[src/hw/pwm_pkg.sv]
// Constants, register map and duty decode shared by the dual PWM block
package pwm_pkg;

  localparam int DATA_W      = 8;
  localparam int ADDR_W      = 3;
  localparam int PINS        = 2;

  // Register word addresses
  localparam logic [2:0] REG_DUTY0   = 3'h0;
  localparam logic [2:0] REG_DUTY1   = 3'h1;
  localparam logic [2:0] REG_LATCH   = 3'h2;
  localparam logic [2:0] REG_DIR     = 3'h3;
  localparam logic [2:0] REG_PINS    = 3'h4;
  localparam logic [2:0] REG_COUNT   = 3'h5;

  // Reset values; direction resets to input so no pin drives out of reset
  localparam logic [7:0] DUTY_RESET  = 8'h00;
  localparam logic [1:0] LATCH_RESET = 2'h0;
  localparam logic [1:0] DIR_RESET   = 2'h3;
  localparam logic [7:0] READ_IDLE   = 8'h00;

  // Duty field layout and counter layout
  localparam int COARSE_LSB   = 2;
  localparam int COARSE_W     = 6;
  localparam int FINE_W       = 2;
  localparam int SUB_LSB      = 6;
  localparam int SUB_W        = 2;
  localparam int CYCLE_CLOCKS = 256;
  localparam int SUB_CLOCKS   = 64;
  localparam int COUNT_W      = $clog2(CYCLE_CLOCKS);
  localparam logic [7:0] COUNT_RESET = 8'h00;
  localparam logic [7:0] COUNT_LAST  = 8'hff;
  localparam logic [7:0] COUNT_STEP  = 8'h01;
  localparam logic [5:0] SUB_FIRST   = 6'h00;
  localparam logic [5:0] SUB_LAST    = 6'h3f;

  // High or low for one clock of the modulation cycle
  function automatic logic high_at(input logic [7:0] duty, input logic [7:0] count);
    logic [6:0] limit;
    logic [6:0] pos;
    limit = {1'b0, duty[COARSE_LSB +: COARSE_W]};
    if (count[SUB_LSB +: SUB_W] < duty[FINE_W-1:0]) begin
      limit = limit + 7'h01;
    end
    pos = {1'b0, count[SUB_LSB-1:0]};
    return pos < limit;
  endfunction

endpackage

[src/hw/pwm_channel.sv]
// One PWM channel: duty held for a full cycle, registered waveform
`timescale 1ns/10ps
module pwm_channel (
  input  wire logic       clk,
  input  wire logic       rst,
  input  wire logic [7:0] count,
  input  wire logic [7:0] duty,
  output logic            wave,
  output logic [7:0]      active_duty
);

  logic       next_wave;
  logic [7:0] next_active_duty;

  always_comb begin
    next_active_duty = active_duty;
    // Reload only on the last clock so a cycle never mixes two values
    if (count == pwm_pkg::COUNT_LAST) begin
      next_active_duty = duty;
    end
    next_wave = pwm_pkg::high_at(active_duty, count);
  end

  always_ff @(posedge clk) begin
    if (rst) begin
      active_duty <= pwm_pkg::DUTY_RESET;
      wave        <= 1'b0;
    end else begin
      active_duty <= next_active_duty;
      wave        <= next_wave;
    end
  end

endmodule

[src/hw/pwm_pin_mux.sv]
// Pin sharing between PWM waveform and plain port output
`timescale 1ns/10ps
module pwm_pin_mux (
  input  wire logic pwm_sel,
  input  wire logic pull_sel,
  input  wire logic dir,
  input  wire logic latch,
  input  wire logic wave,
  output logic      pin_out,
  output logic      pin_oe_n,
  output logic      pullup_en
);

  always_comb begin
    pin_oe_n  = dir;
    pullup_en = pull_sel & dir;
    if (pwm_sel) begin
      pin_out = latch & wave;
    end else begin
      pin_out = latch;
    end
  end

endmodule

[src/hw/dual_pwm.sv]
// Dual 6+2 PWM with port data and direction registers
//
// Our own choices: the address-and-strobe port and the register addresses.
`timescale 1ns/10ps
//
// Contract
// - Two channels, each with its own software-written 8-bit duty register.
// - One cycle is 256 clocks, four sub-cycles of 64 clocks each.
// - Counter advances on every system clock, no prescaler.
// - Duty bits 7..2 are coarse value, bits 1..0 the extra-clock count.
// - Sub-cycle i high coarse+1 clocks if i below fine count, else coarse.
// - Pin carries PWM only when PWM option selected, else plain port.
// - Output, PWM selected, data bit 1: waveform passes to pin.
// - Data bit 0 disables PWM and drives pin low.
// - Direction bit 1 with PWM selected: pin is input, pull-high kept.
module dual_pwm (
  input  wire logic       CLK,
  input  wire logic       RST,
  input  wire logic [2:0] ADDR,
  input  wire logic [7:0] WDATA,
  input  wire logic       WR,
  input  wire logic       RD,
  output logic      [7:0] RDATA,
  input  wire logic [1:0] PWM_OPTION,
  input  wire logic [1:0] PULL_OPTION,
  input  wire logic [1:0] PIN_IN,
  output logic      [1:0] PIN_OUT,
  output logic      [1:0] PIN_OE_N,
  output logic      [1:0] PULLUP_EN
);

  logic [7:0] duty_reg_ch0;
  logic [7:0] duty_reg_ch1;
  logic [1:0] port_d_output_latch;
  logic [1:0] port_d_direction_ctrl;
  logic [7:0] count;
  logic [7:0] rdata;

  logic [7:0] next_duty_reg_ch0;
  logic [7:0] next_duty_reg_ch1;
  logic [1:0] next_port_d_output_latch;
  logic [1:0] next_port_d_direction_ctrl;
  logic [7:0] next_count;
  logic [7:0] next_rdata;

  // Option straps and pin levels arrive from outside the clock domain
  logic [1:0] opt_meta;
  logic [1:0] opt_sync;
  logic [1:0] pull_meta;
  logic [1:0] pull_sync;
  logic [1:0] pin_meta;
  logic [1:0] pin_sync;
  logic [1:0] next_opt_meta;
  logic [1:0] next_opt_sync;
  logic [1:0] next_pull_meta;
  logic [1:0] next_pull_sync;
  logic [1:0] next_pin_meta;
  logic [1:0] next_pin_sync;

  logic [1:0] wave;
  logic [7:0] active_duty0;
  logic [7:0] active_duty1;

  always_comb begin
    next_opt_meta  = PWM_OPTION;
    next_opt_sync  = opt_meta;
    next_pull_meta = PULL_OPTION;
    next_pull_sync = pull_meta;
    next_pin_meta  = PIN_IN;
    next_pin_sync  = pin_meta;
  end

  always_ff @(posedge CLK) begin
    if (RST) begin
      opt_meta  <= 2'h0;
      opt_sync  <= 2'h0;
      pull_meta <= 2'h0;
      pull_sync <= 2'h0;
      pin_meta  <= 2'h0;
      pin_sync  <= 2'h0;
    end else begin
      opt_meta  <= next_opt_meta;
      opt_sync  <= next_opt_sync;
      pull_meta <= next_pull_meta;
      pull_sync <= next_pull_sync;
      pin_meta  <= next_pin_meta;
      pin_sync  <= next_pin_sync;
    end
  end

  // Free-running cycle counter, one step per system clock
  always_comb begin
    next_count = count + pwm_pkg::COUNT_STEP;
  end

  always_ff @(posedge CLK) begin
    if (RST) begin
      count <= pwm_pkg::COUNT_RESET;
    end else begin
      count <= next_count;
    end
  end

  // Register writes
  always_comb begin
    next_duty_reg_ch0          = duty_reg_ch0;
    next_duty_reg_ch1          = duty_reg_ch1;
    next_port_d_output_latch   = port_d_output_latch;
    next_port_d_direction_ctrl = port_d_direction_ctrl;
    if (WR) begin
      case (ADDR)
        pwm_pkg::REG_DUTY0: begin
          next_duty_reg_ch0 = WDATA;
        end
        pwm_pkg::REG_DUTY1: begin
          next_duty_reg_ch1 = WDATA;
        end
        pwm_pkg::REG_LATCH: begin
          next_port_d_output_latch = WDATA[1:0];
        end
        pwm_pkg::REG_DIR: begin
          next_port_d_direction_ctrl = WDATA[1:0];
        end
        default: begin
          next_duty_reg_ch0 = duty_reg_ch0;
        end
      endcase
    end
  end

  // Read data only in the cycle after the strobe, zero otherwise
  always_comb begin
    next_rdata = pwm_pkg::READ_IDLE;
    if (RD) begin
      case (ADDR)
        pwm_pkg::REG_DUTY0: begin
          next_rdata = duty_reg_ch0;
        end
        pwm_pkg::REG_DUTY1: begin
          next_rdata = duty_reg_ch1;
        end
        pwm_pkg::REG_LATCH: begin
          next_rdata = {6'h00, port_d_output_latch};
        end
        pwm_pkg::REG_DIR: begin
          next_rdata = {6'h00, port_d_direction_ctrl};
        end
        pwm_pkg::REG_PINS: begin
          next_rdata = {6'h00, pin_sync};
        end
        pwm_pkg::REG_COUNT: begin
          next_rdata = count;
        end
        default: begin
          next_rdata = pwm_pkg::READ_IDLE;
        end
      endcase
    end
  end

  always_ff @(posedge CLK) begin
    if (RST) begin
      duty_reg_ch0          <= pwm_pkg::DUTY_RESET;
      duty_reg_ch1          <= pwm_pkg::DUTY_RESET;
      port_d_output_latch   <= pwm_pkg::LATCH_RESET;
      port_d_direction_ctrl <= pwm_pkg::DIR_RESET;
      rdata                 <= pwm_pkg::READ_IDLE;
    end else begin
      duty_reg_ch0          <= next_duty_reg_ch0;
      duty_reg_ch1          <= next_duty_reg_ch1;
      port_d_output_latch   <= next_port_d_output_latch;
      port_d_direction_ctrl <= next_port_d_direction_ctrl;
      rdata                 <= next_rdata;
    end
  end

  assign RDATA = rdata;

  pwm_channel ch0 (
    .clk         (CLK),
    .rst         (RST),
    .count       (count),
    .duty        (duty_reg_ch0),
    .wave        (wave[0]),
    .active_duty (active_duty0)
  );

  pwm_channel ch1 (
    .clk         (CLK),
    .rst         (RST),
    .count       (count),
    .duty        (duty_reg_ch1),
    .wave        (wave[1]),
    .active_duty (active_duty1)
  );

  // Pin stays an input until software clears its direction bit
  pwm_pin_mux mux0 (
    .pwm_sel   (opt_sync[0]),
    .pull_sel  (pull_sync[0]),
    .dir       (port_d_direction_ctrl[0]),
    .latch     (port_d_output_latch[0]),
    .wave      (wave[0]),
    .pin_out   (PIN_OUT[0]),
    .pin_oe_n  (PIN_OE_N[0]),
    .pullup_en (PULLUP_EN[0])
  );

  pwm_pin_mux mux1 (
    .pwm_sel   (opt_sync[1]),
    .pull_sel  (pull_sync[1]),
    .dir       (port_d_direction_ctrl[1]),
    .latch     (port_d_output_latch[1]),
    .wave      (wave[1]),
    .pin_out   (PIN_OUT[1]),
    .pin_oe_n  (PIN_OE_N[1]),
    .pullup_en (PULLUP_EN[1])
  );

  // Expected levels, one clock ahead of the registered waveform
  logic expect0;
  logic expect1;
  always_comb begin
    expect0 = pwm_pkg::high_at(active_duty0, count);
    expect1 = pwm_pkg::high_at(active_duty1, count);
  end

  cycle_wrap_a: assert property (@(posedge CLK) disable iff (RST)
    count == pwm_pkg::COUNT_LAST |=> count == pwm_pkg::COUNT_RESET)
    else $error("cycle counter did not wrap after 256 clocks");

  sub_cycle_a: assert property (@(posedge CLK) disable iff (RST)
    count[5:0] == pwm_pkg::SUB_LAST |=>
      count[5:0] == pwm_pkg::SUB_FIRST && count[7:6] == $past(count[7:6]) + 2'h1)
    else $error("sub-cycle not 64 clocks long");

  no_prescale_a: assert property (@(posedge CLK) disable iff (RST)
    !$past(RST) |-> count == $past(count) + pwm_pkg::COUNT_STEP)
    else $error("counter skipped a system clock");

  duty_write_a: assert property (@(posedge CLK) disable iff (RST)
    WR && ADDR == pwm_pkg::REG_DUTY1 |=> duty_reg_ch1 == $past(WDATA))
    else $error("duty write not stored");

  duty_hold_a: assert property (@(posedge CLK) disable iff (RST)
    count != pwm_pkg::COUNT_RESET |-> $stable(active_duty0) && $stable(active_duty1))
    else $error("duty changed inside a cycle");

  duty_load_a: assert property (@(posedge CLK) disable iff (RST)
    count == pwm_pkg::COUNT_LAST |=> active_duty0 == $past(duty_reg_ch0))
    else $error("duty not loaded at cycle start");

  ch1_load_a: assert property (@(posedge CLK) disable iff (RST)
    count == pwm_pkg::COUNT_LAST |=> active_duty1 == $past(duty_reg_ch1))
    else $error("second duty not loaded at cycle start");

  wave_shape_a: assert property (@(posedge CLK) disable iff (RST)
    1'b1 |=> wave[0] == $past(expect0) && wave[1] == $past(expect1))
    else $error("waveform high time wrong");

  // Only a nonzero coarse field guarantees a high first clock in every sub-cycle
  wave_start_a: assert property (@(posedge CLK) disable iff (RST)
    count[5:0] == pwm_pkg::SUB_FIRST && active_duty0[7:2] != 6'h00 |=> wave[0])
    else $error("high time did not start at sub-cycle start");

  ch1_start_a: assert property (@(posedge CLK) disable iff (RST)
    count[5:0] == pwm_pkg::SUB_FIRST && active_duty1[7:2] != 6'h00 |=> wave[1])
    else $error("second high time did not start at sub-cycle start");

  wave_end_a: assert property (@(posedge CLK) disable iff (RST)
    count[5:0] == pwm_pkg::SUB_LAST && active_duty0[7:2] != 6'h3f |=> !wave[0])
    else $error("waveform high at end of short sub-cycle");

  ch1_end_a: assert property (@(posedge CLK) disable iff (RST)
    count[5:0] == pwm_pkg::SUB_LAST && active_duty1[7:2] != 6'h3f |=> !wave[1])
    else $error("second waveform high at end of short sub-cycle");

  pin_pass_a: assert property (@(posedge CLK) disable iff (RST)
    opt_sync[0] && !port_d_direction_ctrl[0] && port_d_output_latch[0] |->
      PIN_OUT[0] == wave[0] && !PIN_OE_N[0])
    else $error("PWM waveform not on pin");

  ch1_pass_a: assert property (@(posedge CLK) disable iff (RST)
    opt_sync[1] && !port_d_direction_ctrl[1] && port_d_output_latch[1] |->
      PIN_OUT[1] == wave[1] && !PIN_OE_N[1])
    else $error("second PWM waveform not on pin");

  pin_gate_a: assert property (@(posedge CLK) disable iff (RST)
    opt_sync[1] && !port_d_direction_ctrl[1] && !port_d_output_latch[1] |->
      !PIN_OUT[1] && !PIN_OE_N[1])
    else $error("gated PWM pin not driven low");

  ch0_gate_a: assert property (@(posedge CLK) disable iff (RST)
    opt_sync[0] && !port_d_direction_ctrl[0] && !port_d_output_latch[0] |->
      !PIN_OUT[0] && !PIN_OE_N[0])
    else $error("first gated PWM pin not driven low");

  pin_input_a: assert property (@(posedge CLK) disable iff (RST)
    port_d_direction_ctrl[0] |-> PIN_OE_N[0] && PULLUP_EN[0] == pull_sync[0])
    else $error("input pin driven or pull-high lost");

  ch1_input_a: assert property (@(posedge CLK) disable iff (RST)
    port_d_direction_ctrl[1] |-> PIN_OE_N[1] && PULLUP_EN[1] == pull_sync[1])
    else $error("second input pin driven or pull-high lost");

  plain_port_a: assert property (@(posedge CLK) disable iff (RST)
    !opt_sync[0] |-> PIN_OUT[0] == port_d_output_latch[0])
    else $error("unselected pin not plain port");

endmodule

[config.mk]
export PLATFORM = sky130hd
export DESIGN_NAME = dual_pwm
export DESIGN_NICKNAME = d
export VERILOG_FILES = /design/src/hw/pwm_pkg.sv /design/src/hw/pwm_channel.sv /design/src/hw/pwm_pin_mux.sv /design/src/hw/dual_pwm.sv
export SDC_FILE = /design/constraint.sdc
export NUM_CORES = 1
export LEC_CHECK = 0
export ABC_CLOCK_PERIOD_IN_PS = 4400
export BUFFER_PORTS_ARGS = -buffer_cell sky130_fd_sc_hd__buf_2
export CAP_MARGIN = 20
export CORE_UTILIZATION = 60
export CTS_CLUSTER_SIZE = 8
export DETAILED_ROUTE_END_ITERATION = 10
export PLACE_DENSITY = 0.93
export SYNTH_ARGS = -nofsm -noshare
export SYNTH_HDL_FRONTEND = slang
export SYNTH_SLANG_ARGS = --single-unit
[constraint.sdc]
create_clock -name CLK -period 4.4 [get_ports CLK]
set_input_delay 0.66 -clock CLK [delete_from_list [all_inputs] [get_ports CLK]]
set_output_delay 0.66 -clock CLK [all_outputs]
set_load 0.03 [all_outputs]
==> results of run 1 <==
==> layout make-up <==
type,count,area share
Multi-Input combinational cell,245,0.463
Sequential cell,66,0.377
Timing Repair Buffer,35,0.0507
Clock buffer,10,0.0393
Clock inverter,6,0.0389
Tap cell,67,0.0239
Inverter,6,0.00643
==> routing by layer <==
layer / part of all wire / GRT usage / vias up
li1: - / - / 1224
met1: 0.39 / 0.375 / 1275
met2: 0.49 / 0.532 / 160
met3: 0.081 / 0.0892 / 42
met4: 0.042 / 0.175 / 0
met5: 0 / 0 / -
==> sequential cells by signal, summed over array words and instances (netlist names) <==
register	flops
ch0.wave	1
next_pin_sync	2
pin_sync	2
next_opt_sync	2
next_pull_sync	2
port_d_direction_ctrl	2
duty_reg_ch0	8
duty_reg_ch1	8
RDATA	8
ch0.active_duty	8
ch1.wave	1
count	8
opt_sync	2
ch1.active_duty	8
pull_sync	2
port_d_output_latch	2
==> worst paths after layout <==
path | endpoint | slack [ps] | cells past startpoint
max | ch0.wave | 2060 | 8
min | pin_sync[0] | 440 | 1
max reg2reg | ch0.wave | 2060 | 8
min reg2reg | pin_sync[0] | 440 | 1
==> power by group through the flow <==
stage                     Combinational, mW  Sequential (mW)  Clock [mW]
after floorplan                      0.0560            0.633           0
after global placement               0.0729            0.635           0
after detailed placement             0.0756            0.636           0
after CTS                            0.0789            0.622       0.701
after global routing                 0.0873            0.624       0.725
final                                0.0800            0.623       0.703
==> through the flow <==
stage               cell area (µm²)  hold slack, ps  total power [mW]  std cells
floorplan                      3100             414             0.689        339
global placement               3230             416             0.708        419
detailed placement             3230             422             0.711        419
CTS                            3500             440              1.40        435
global route                   3500             456              1.44        435
finish                         3500             439              1.41        435
==> logic make-up (layout without fill, tap and decap cells) <==
family / after synthesis / in the layout / synth area share
and+or+nand+nor: 119 / 119 / 0.202
AOI/OAI and AO/OA: 76 / 76 / 0.149
DFF: 66 / 66 / 0.427
buffers and inverters: 28 / 57 / 0.0493
muxes: 23 / 23 / 0.0780
adders and majority gates: 15 / 15 / 0.0606
xor gates and xnor gates: 12 / 12 / 0.0339
==> worst max-delay path, cell delays in order, from the launching register on <==
cell,delay (ps)
dfxtp_1,430
ha_1,330
a211oi_1,350
xnor2_1,180
ha_1,270
a21o_1,170
a211oi_1,340
nand2_1,90
o21ai_1,120
==> cell usage in the layout (no fill, tap or decap), types with 3 or more instances in the layout <==
| cell | synthesis | routed |
|---|---|---|
| dfxtp_1 | 66 | 66 |
| nand2_1 | 39 | 39 |
| buf_2 | 4 | 34 |
| a21oi_1 | 30 | 30 |
| nor2_1 | 26 | 26 |
| o21ai_0 | 18 | 18 |
| ha_1 | 15 | 15 |
| mux2i_1 | 14 | 14 |
| nor2b_1 | 14 | 14 |
| nand3_1 | 13 | 13 |
| clkbuf_8 | 0 | 10 |
| mux2_2 | 9 | 9 |
| a22oi_1 | 9 | 9 |
| xnor2_1 | 7 | 7 |
| inv_1 | 6 | 6 |
| xor2_1 | 5 | 5 |
| a211oi_1 | 4 | 4 |
| and3b_1 | 4 | 4 |
| bufinv_16 | 0 | 4 |
| and3_1 | 3 | 3 |
| and2_1 | 3 | 3 |
==> run summary, run 1 <==
Seq cells post-synth -> 66
R2R Path Start -> count[7]
Mapped cell area -> 0.00310 mm²
Yosys warns -> 0
Mapped Cells -> 339
Layout area overhead -> 13.1%
# rows -> 25
Critical path type -> reg2reg
Worst-path maximum fanout -> 6
Slew headroom -> 0.509
Yosys top cell by area -> dfxtp_1
P_sw -> 0.311 mW
Slew @ Worst Pin -> 737 ps
Fmax -> 427 MHz
Commonest cells in the netlist -> dfxtp_1, nand2_1, a21oi_1
Cts hold-fix bufs -> 0
Worst setup EP type -> flop
Final wirelength -> 7900 µm
HP Class -> reg2reg
I/O Buffers -> 34
GP Congestion -> 0.890
Register clock-pin slew on the reported worst setup and hold paths -> 80 ps
Synth area leaders -> dfxtp_1, ha_1, a21oi_1
Core Util, Final -> 0.722
Die width -> 73.8 µm
Multi-input gate area -> 0.00162 mm²
Placement Setup Slack -> 2100 ps
Count of filler cells inserted in the layout -> 301
Fraction of registers with async set/reset -> 0
CTS Sinks -> 66
H-tree depth -> 3
Setup repair bufs after CTS -> 0
Worst Setup Start Kind -> flop
Post-DP HPWL -> 4740 µm
Final WS setup -> 2060 ps
Vias in the first global route -> 2595
Vias per inst -> 6.21
Core area -> 0.00485 mm²
Top_reg_cell synth -> dfxtp_1
Critical Path Start -> count[7]
Total CTS buffers -> 9
Register area share after synthesis -> 0.427
Sequential cell area -> 0.00132 mm²
Pin count of the biggest net entering global routing -> 41
# resized after CTS -> 0
Tmin final -> 2340 ps
Worst Path Arrival -> 2630 ps
Top cell type's share of synthesized area -> 0.427
Number of flops mapped to enable cells by yosys -> 0
Die height -> 73.8 µm
Internal power -> 1.09 mW
Layout cells sized above 1 -> 0.190
DRC Markers -> 0
Antenna viol nets, final -> 0
Root buf cell -> clkbuf_8
Final setup fails -> 0
Yosys cell types -> 45
# Max-Cap Violations -> 0
Critical path data required time -> 4690 ps
Clock power frac -> 0.500
Fin. max-slew vios -> 0
Routed WL per cell -> 18.2 µm
RSZ-0062 raised after global routing -> no
Clock buffer depth -> 2
Skew-Pair Late Insertion Delay -> 360 ps
Skew final -> 7.20 ps
First-pass GRT wire length -> 12800 µm
Worst IR drop on VDD -> 0.288 mV
Part of the power in combinational logic -> 0.057
Total number of vias -> 2701
PD cells -> 401 mW/mm²
CTS tree -> done
Iteration-0 DRC Markers -> 195
Final Cycle Share -> 0.532
Antenna fix cells -> 0
Worst hold start -> next_pin_sync[0]
GRT Total Usage -> 0.321
Most instantiated library cell after synthesis -> dfxtp_1
Status -> completed
DRT Pass-1 Iters -> 5
Initial Util -> 0.639
Seq pwr share -> 0.443
Nets -> 399
Sum Neg Setup Slack -> 0 ps
Pleak -> 1.36 nW
Grt ovf -> 0
I/O pins -> 35
Syn_nets -> 375
Sw Ratio -> 0.221
Syn Area/Cell -> 9.13 µm²
DIE AREA -> 0.00545 mm²
Endpoints failing hold -> 0
Antenna violations before repair -> 0
Power figures use the tool's default switching activity.
==> inputs of run 2 (changes only) <==
- ABC_CLOCK_PERIOD_IN_PS: 4400 -> 2120
- CORE_UTILIZATION: 60 -> 52
- PLACE_DENSITY: 0.93 -> 0.86
- clock period: 4.4 -> 2.12 ns (I/O delays scaled with it)
==> run 2 against run 1 <==
First-iteration DRC count is 15% lower. Sequential share of layout area shrank 0.22 points. Hold slack worse by 250 ps. Routed wire length fell by 12%. Clock skew fell by 2.7 ps. Utilization down 9.4 points. Combinational power up 100%. Die area grew 15%. Critical path type unchanged.
==> run summary, run 2 (synthesis results as in run 1) <==
Total CTS buffers -> 9 (unchanged)
Critical path type -> reg2reg
Placement Setup Slack -> -155 ps (-2250 ps)
DRC Markers -> 0 (unchanged)
Grt ovf -> 0 (unchanged)
Multi-input gate area -> 0.00168 mm² (+3.5%)
Final WS setup -> 27.8 ps (-2030 ps)
HP Class -> in2reg
Reg-to-reg endpoint -> ch0.wave
R2R Path Start -> ch0.active_duty[1]
Critical path data required time -> 2390 ps (-2300 ps)
Cts hold-fix bufs -> 0 (unchanged)
CTS tree -> done
Total number of vias -> 2572 (-4.8%)
Worst hold start -> PULL_OPTION[0]
# rows -> 27 (+8.0%)
Worst Path Arrival -> 2360 ps (-270 ps)
Pin count of the biggest net entering global routing -> 29 (-29%)
R2R depth -> 9 (+1)
Die width -> 79.2 µm (+7.2%)
Antenna viol nets, final -> 0 (unchanged)
Post-route cell area -> 0.00353 mm² (+0.68%)
Layout area overhead -> 13.9%
Worst-path maximum fanout -> 3 (-3)
First-pass GRT wire length -> 11400 µm (-11%)
Endpoints failing hold -> 0 (unchanged)
Root buf cell -> clkbuf_8
GP Congestion -> 0.839 (-5.7%)
CTS Sinks -> 66 (unchanged)
Vias per inst -> 5.72 (-8.0%)
Final wirelength -> 6920 µm (-12%)
Post-DP HPWL -> 4900 µm (+3.3%)
Core Util, Final -> 0.629 (-0.0936)
Skew-Pair Late Insertion Delay -> 340 ps (-20 ps)
Skew final -> 4.53 ps (-2.68 ps)
Placed Area -> 0.00330 mm² (+2.3%)
Vias in the first global route -> 2518 (-3.0%)
Worst Setup Start Kind -> flop
Register clock-pin slew on the reported worst setup and hold paths -> 60 ps (-20 ps)
Sum Neg Setup Slack -> 0 ps (unchanged)
Commonest non-fill, non-tap cell in the layout -> dfxtp_1
Tmin final -> 2090 ps (-248 ps)
I/O pins -> 35 (unchanged)
Reg-to-reg slack, setup -> 30 ps (-2030 ps)
CP cell instances -> inv_1, ha_4, a211oi_2, xnor2_1, ha_1, a21o_1, a211oi_2, nand2_1, o21ai_1
DRT Pass-1 Iters -> 4 (-1)
Hold endpoint -> next_pull_sync[0]
Core area -> 0.00561 mm² (+16%)
Die height -> 79.2 µm (+7.2%)
Layout cells sized above 1 -> 0.228 (+0.0373)
Worst IR drop on VDD -> 0.484 mV (+68%)
Iteration-0 DRC Markers -> 166 (-15%)
Fin. max-slew vios -> 0 (unchanged)
GRT Total Usage -> 0.236 (-0.0854)
Nets -> 410 (+2.8%)
Final Power -> 2.30 mW (+64%)
CP max stage cell -> dfxtp_1
Most frequent cells in the layout -> dfxtp_1, nand2_1, buf_2
Status -> completed
Crit-path max cell delay -> 330 ps (-100 ps)
Worst setup EP type -> flop
Final Cycle Share -> 0.987 (+0.455)
Pleak -> 1.38 nW (+0.88%)
Fmax -> 478 MHz (+12%)
Antenna fix cells -> 0 (unchanged)
H-tree depth -> 3 (unchanged)
DIE AREA -> 0.00627 mm² (+15%)
I/O Buffers -> 34 (unchanged)
Routed WL per cell -> 15.4 µm (-15%)
Hold path depth -> 2 (+1)
Clock buffer depth -> 2 (unchanged)
# Max-Cap Violations -> 0 (unchanged)
Slew @ Worst Pin -> 563 ps (-174 ps)
PD cells -> 652 mW/mm² (+63%)
Count of filler cells inserted in the layout -> 481 (+60%)
Sequential cell area -> 0.00132 mm² (about the same)
Slew headroom -> 0.625 (+0.116)
Initial Util -> 0.552 (-0.0865)
Final setup fails -> 0 (unchanged)
Antenna violations before repair -> 0 (unchanged)
Most used cell along the critical path -> a211oi_2
run 2: changes by cell type in the layout (fill, tap and decap cells not counted), moves of 3 or more:
cell and change:
buf_4 +11, clkinv_2 +4, a211oi_2 +3, bufinv_16 -4
a211oi_1 -4
run 2: how the worst max path moves through the flow:
stage	startpoint	end	slack (ps)	cells after the start
5_1_grt	ch0.active_duty[1]	ch0.wave	-70	9
2_1_floorplan	ch0.active_duty[1]	ch0.wave	90	9
6_report	ch0.active_duty[1]	ch0.wave	30	9
3_5_place_dp	ch1.active_duty[1]	ch1.wave	-160	9
3_3_place_gp	ch1.active_duty[1]	ch1.wave	20	9
4_1_cts	count[7]	ch0.wave	30	8
run 2: critical path: cells and delay by family, from the launching register on:
family | cells | cell delay (ps)
compound gates | 4 | 840
xor+xnor | 1 | 160
fa+ha+maj | 2 | 520
buf+inv | 1 | 70
flops | 1 | 330
simple gates | 1 | 100
run 2: through the flow:
stage	hold WS, ps	cells
after floorplan	414	339
after global placement	419	433
after detailed placement	430	433
after CTS	176	448
after global routing	182	450
final	186	450
run 2: timing repair:
action | in CTS | in global routing
resized for setup | 5 | 4
pin swaps | 1 | 4
endpoints found under the setup margin | 2 | 2
buffers inserted | 0 | 2
run 2: layout make-up:
class                   count  area share
inverters                   6     0.00639
flip-flops and latches     66       0.375
clock inverters             4     0.00568
multi-input cells         245       0.476
well taps                  72      0.0256
repair buffers             46      0.0738
clock buffers              11      0.0373
run 2: metal layers:
metal  routed length [µm]  global-route usage  vias up
met2                 3380               0.404       79
met1                 3020               0.284     1226
met4                  182               0.124        0
met3                  339              0.0356       21
li1                     -                   -     1246
met5                    0                   0        -
run 2: where the power goes:
part / switching, mW / internal (mW) / leakage, nW / total, mW
Sequential: 0.0245 / 1.27 / 0.537 / 1.29
Clock: 0.434 / 0.409 / 0.0827 / 0.844
Combinational: 0.0929 / 0.0698 / 0.756 / 0.163
==> inputs of run 3 (changes only) <==
- PLACE_DENSITY: 0.86 -> not set
- PLACE_DENSITY_LB_ADDON: not set -> 0.08
==> run 3 against run 2 <==
Sequential share of layout area decreased by 1.1 points. Routed wire length rose by 4.0%. Register-to-register slack improved by 50 ps. Maximum frequency rose by 2.5%. Design area up 3.4%. Total power increased by 8.1%. Global-route usage grew 1.3 points. Utilization grew 2.1 points. Clock skew rose by 2.8 ps. Critical path type unchanged.
==> run summary, run 3 (synthesis results as in run 1) <==
Fin. max-slew vios -> 0 (unchanged)
Most frequent cells in the layout -> dfxtp_1, nand2_1, buf_2
Total number of vias -> 2515 (-2.2%)
Iteration-0 DRC Markers -> 131 (-21%)
GRT Total Usage -> 0.249 (+0.0127)
Slew @ Worst Pin -> 525 ps (-38.0 ps)
Final Power -> 2.49 mW (+8.1%)
Worst setup EP type -> flop
Slew headroom -> 0.650 (+0.0253)
Antenna fix cells -> 0 (unchanged)
HP Class -> in2reg
Die height -> 79.2 µm (unchanged)
Core area -> 0.00561 mm² (unchanged)
Layout cells sized above 1 -> 0.251 (+0.0231)
Critical path type -> reg2reg
Non-Filler Instances -> 459 (+2.0%)
Post-route cell area -> 0.00364 mm² (+3.4%)
Fmax -> 490 MHz (+2.5%)
Cell total after placement -> 441 (+1.8%)
Final setup fails -> 0 (unchanged)
Routed WL per cell -> 15.7 µm (+2.0%)
Worst Path Arrival -> 2310 ps (-50 ps)
Cts hold-fix bufs -> 0 (unchanged)
GP Congestion -> 0.817 (-2.6%)
CP max stage cell -> dfxtp_2
Endpoints failing hold -> 0 (unchanged)
Antenna violations before repair -> 0 (unchanged)
Crit-path max cell delay -> 320 ps (about the same)
Initial Util -> 0.552 (unchanged)
Critical path data required time -> 2390 ps (about the same)
I/O Buffers -> 34 (unchanged)
Core Util, Final -> 0.650 (+0.0212)
Final wirelength -> 7200 µm (+4.0%)
Placed Area -> 0.00336 mm² (+1.8%)
Worst-path maximum fanout -> 3 (unchanged)
Worst Setup Start Kind -> flop
DIE AREA -> 0.00627 mm² (unchanged)
Worst IR drop on VDD -> 0.474 mV (-2.0%)
I/O pins -> 35 (unchanged)
First-pass GRT wire length -> 11700 µm (+2.9%)
Placement Setup Slack -> -97.1 ps (+58.1 ps)
Layout area overhead -> 17.7%
Clock buffer depth -> 2 (unchanged)
CTS Sinks -> 66 (unchanged)
DRT Pass-1 Iters -> 4 (unchanged)
Root buf cell -> clkbuf_8
Antenna viol nets, final -> 0 (unchanged)
Vias per inst -> 5.48 (-4.1%)
PD cells -> 682 mW/mm² (+4.6%)
CTS tree -> done
Sum Neg Setup Slack -> 0 ps (unchanged)
Post-DP HPWL -> 5080 µm (+3.7%)
CP cell instances -> inv_1, ha_4, a211oi_4, and3_1, xnor2_1, ha_1, a211oi_2, nand2_1, o21ai_1
Die width -> 79.2 µm (unchanged)
Grt ovf -> 0 (unchanged)
Commonest non-fill, non-tap cell in the layout -> dfxtp_1
Status -> completed
Final WS setup -> 78.9 ps (+51.2 ps)
H-tree depth -> 3 (unchanged)
Pleak -> 1.44 nW (+4.5%)
Final Cycle Share -> 0.963 (-0.0241)
Skew final -> 7.30 ps (+2.77 ps)
DRC Markers -> 0 (unchanged)
Vias in the first global route -> 2392 (-5.0%)
Tmin final -> 2040 ps (-51.2 ps)
Pin count of the biggest net entering global routing -> 26 (-10%)
Skew-Pair Late Insertion Delay -> 340 ps (about the same)
# rows -> 27 (unchanged)
# Max-Cap Violations -> 0 (unchanged)
Register clock-pin slew on the reported worst setup and hold paths -> 70 ps (about the same)
WHS -> 188 ps (+2.58 ps)
Nets -> 419 (+2.2%)
Total CTS buffers -> 9 (unchanged)
[run 3: worst paths after layout]
kind / from / end / slack [ps] / cells after the start
max: ch0.active_duty[1] / ch0.wave / 80 / 9
min: PWM_OPTION[0] / next_opt_sync[0] / 190 / 2
min reg2reg: next_opt_sync[0] / opt_sync[0] / 430 / 1
max reg2reg: ch0.active_duty[1] / ch0.wave / 80 / 9
[run 3: cell type report]
| type | count | area [µm²] |
|---|---|---|
| Timing Repair Buffer | 55 | 328 |
| Tap cell | 72 | 90.1 |
| Multi-Input combinational cell | 245 | 1690 |
| Sequential cell | 66 | 1330 |
| Fill cell | 525 | 1960 |
| Clock buffer | 12 | 145 |
| Clock inverter | 3 | 40.0 |
| Inverter | 6 | 22.5 |
[run 3: critical path, delay by kind of cell, from the launching register on]
kind	cells	cell delay, ps
adder cells (fa/ha/maj)	2	540
buffers and inverters	1	60
XOR/XNOR	1	130
AO/OA/AOI/OAI	3	640
flip-flops	1	320
AND/OR/NAND/NOR	2	280
[run 3: power breakdown]
group          internal (mW)  leakage [nW]  switching (mW)
Combinational         0.0738         0.803          0.0977
Clock                  0.566        0.0962           0.460
Sequential              1.27         0.538          0.0221
[run 3: what timing repair did]
action,in CTS,in global routing
setup endpoints to repair,2,2
pin swaps,0,13
endpoints found under the hold margin,0,0
resized for setup,3,12
setup buffers,0,3
[run 3: routing by layer]
metal | vias up | routed length [µm] | GRT usage
met5 | - | 0 | 0
met4 | 0 | 116 | 0.0891
met3 | 9 | 285 | 0.0598
met2 | 54 | 3350 | 0.402
met1 | 1192 | 3440 | 0.321
li1 | 1260 | - | -
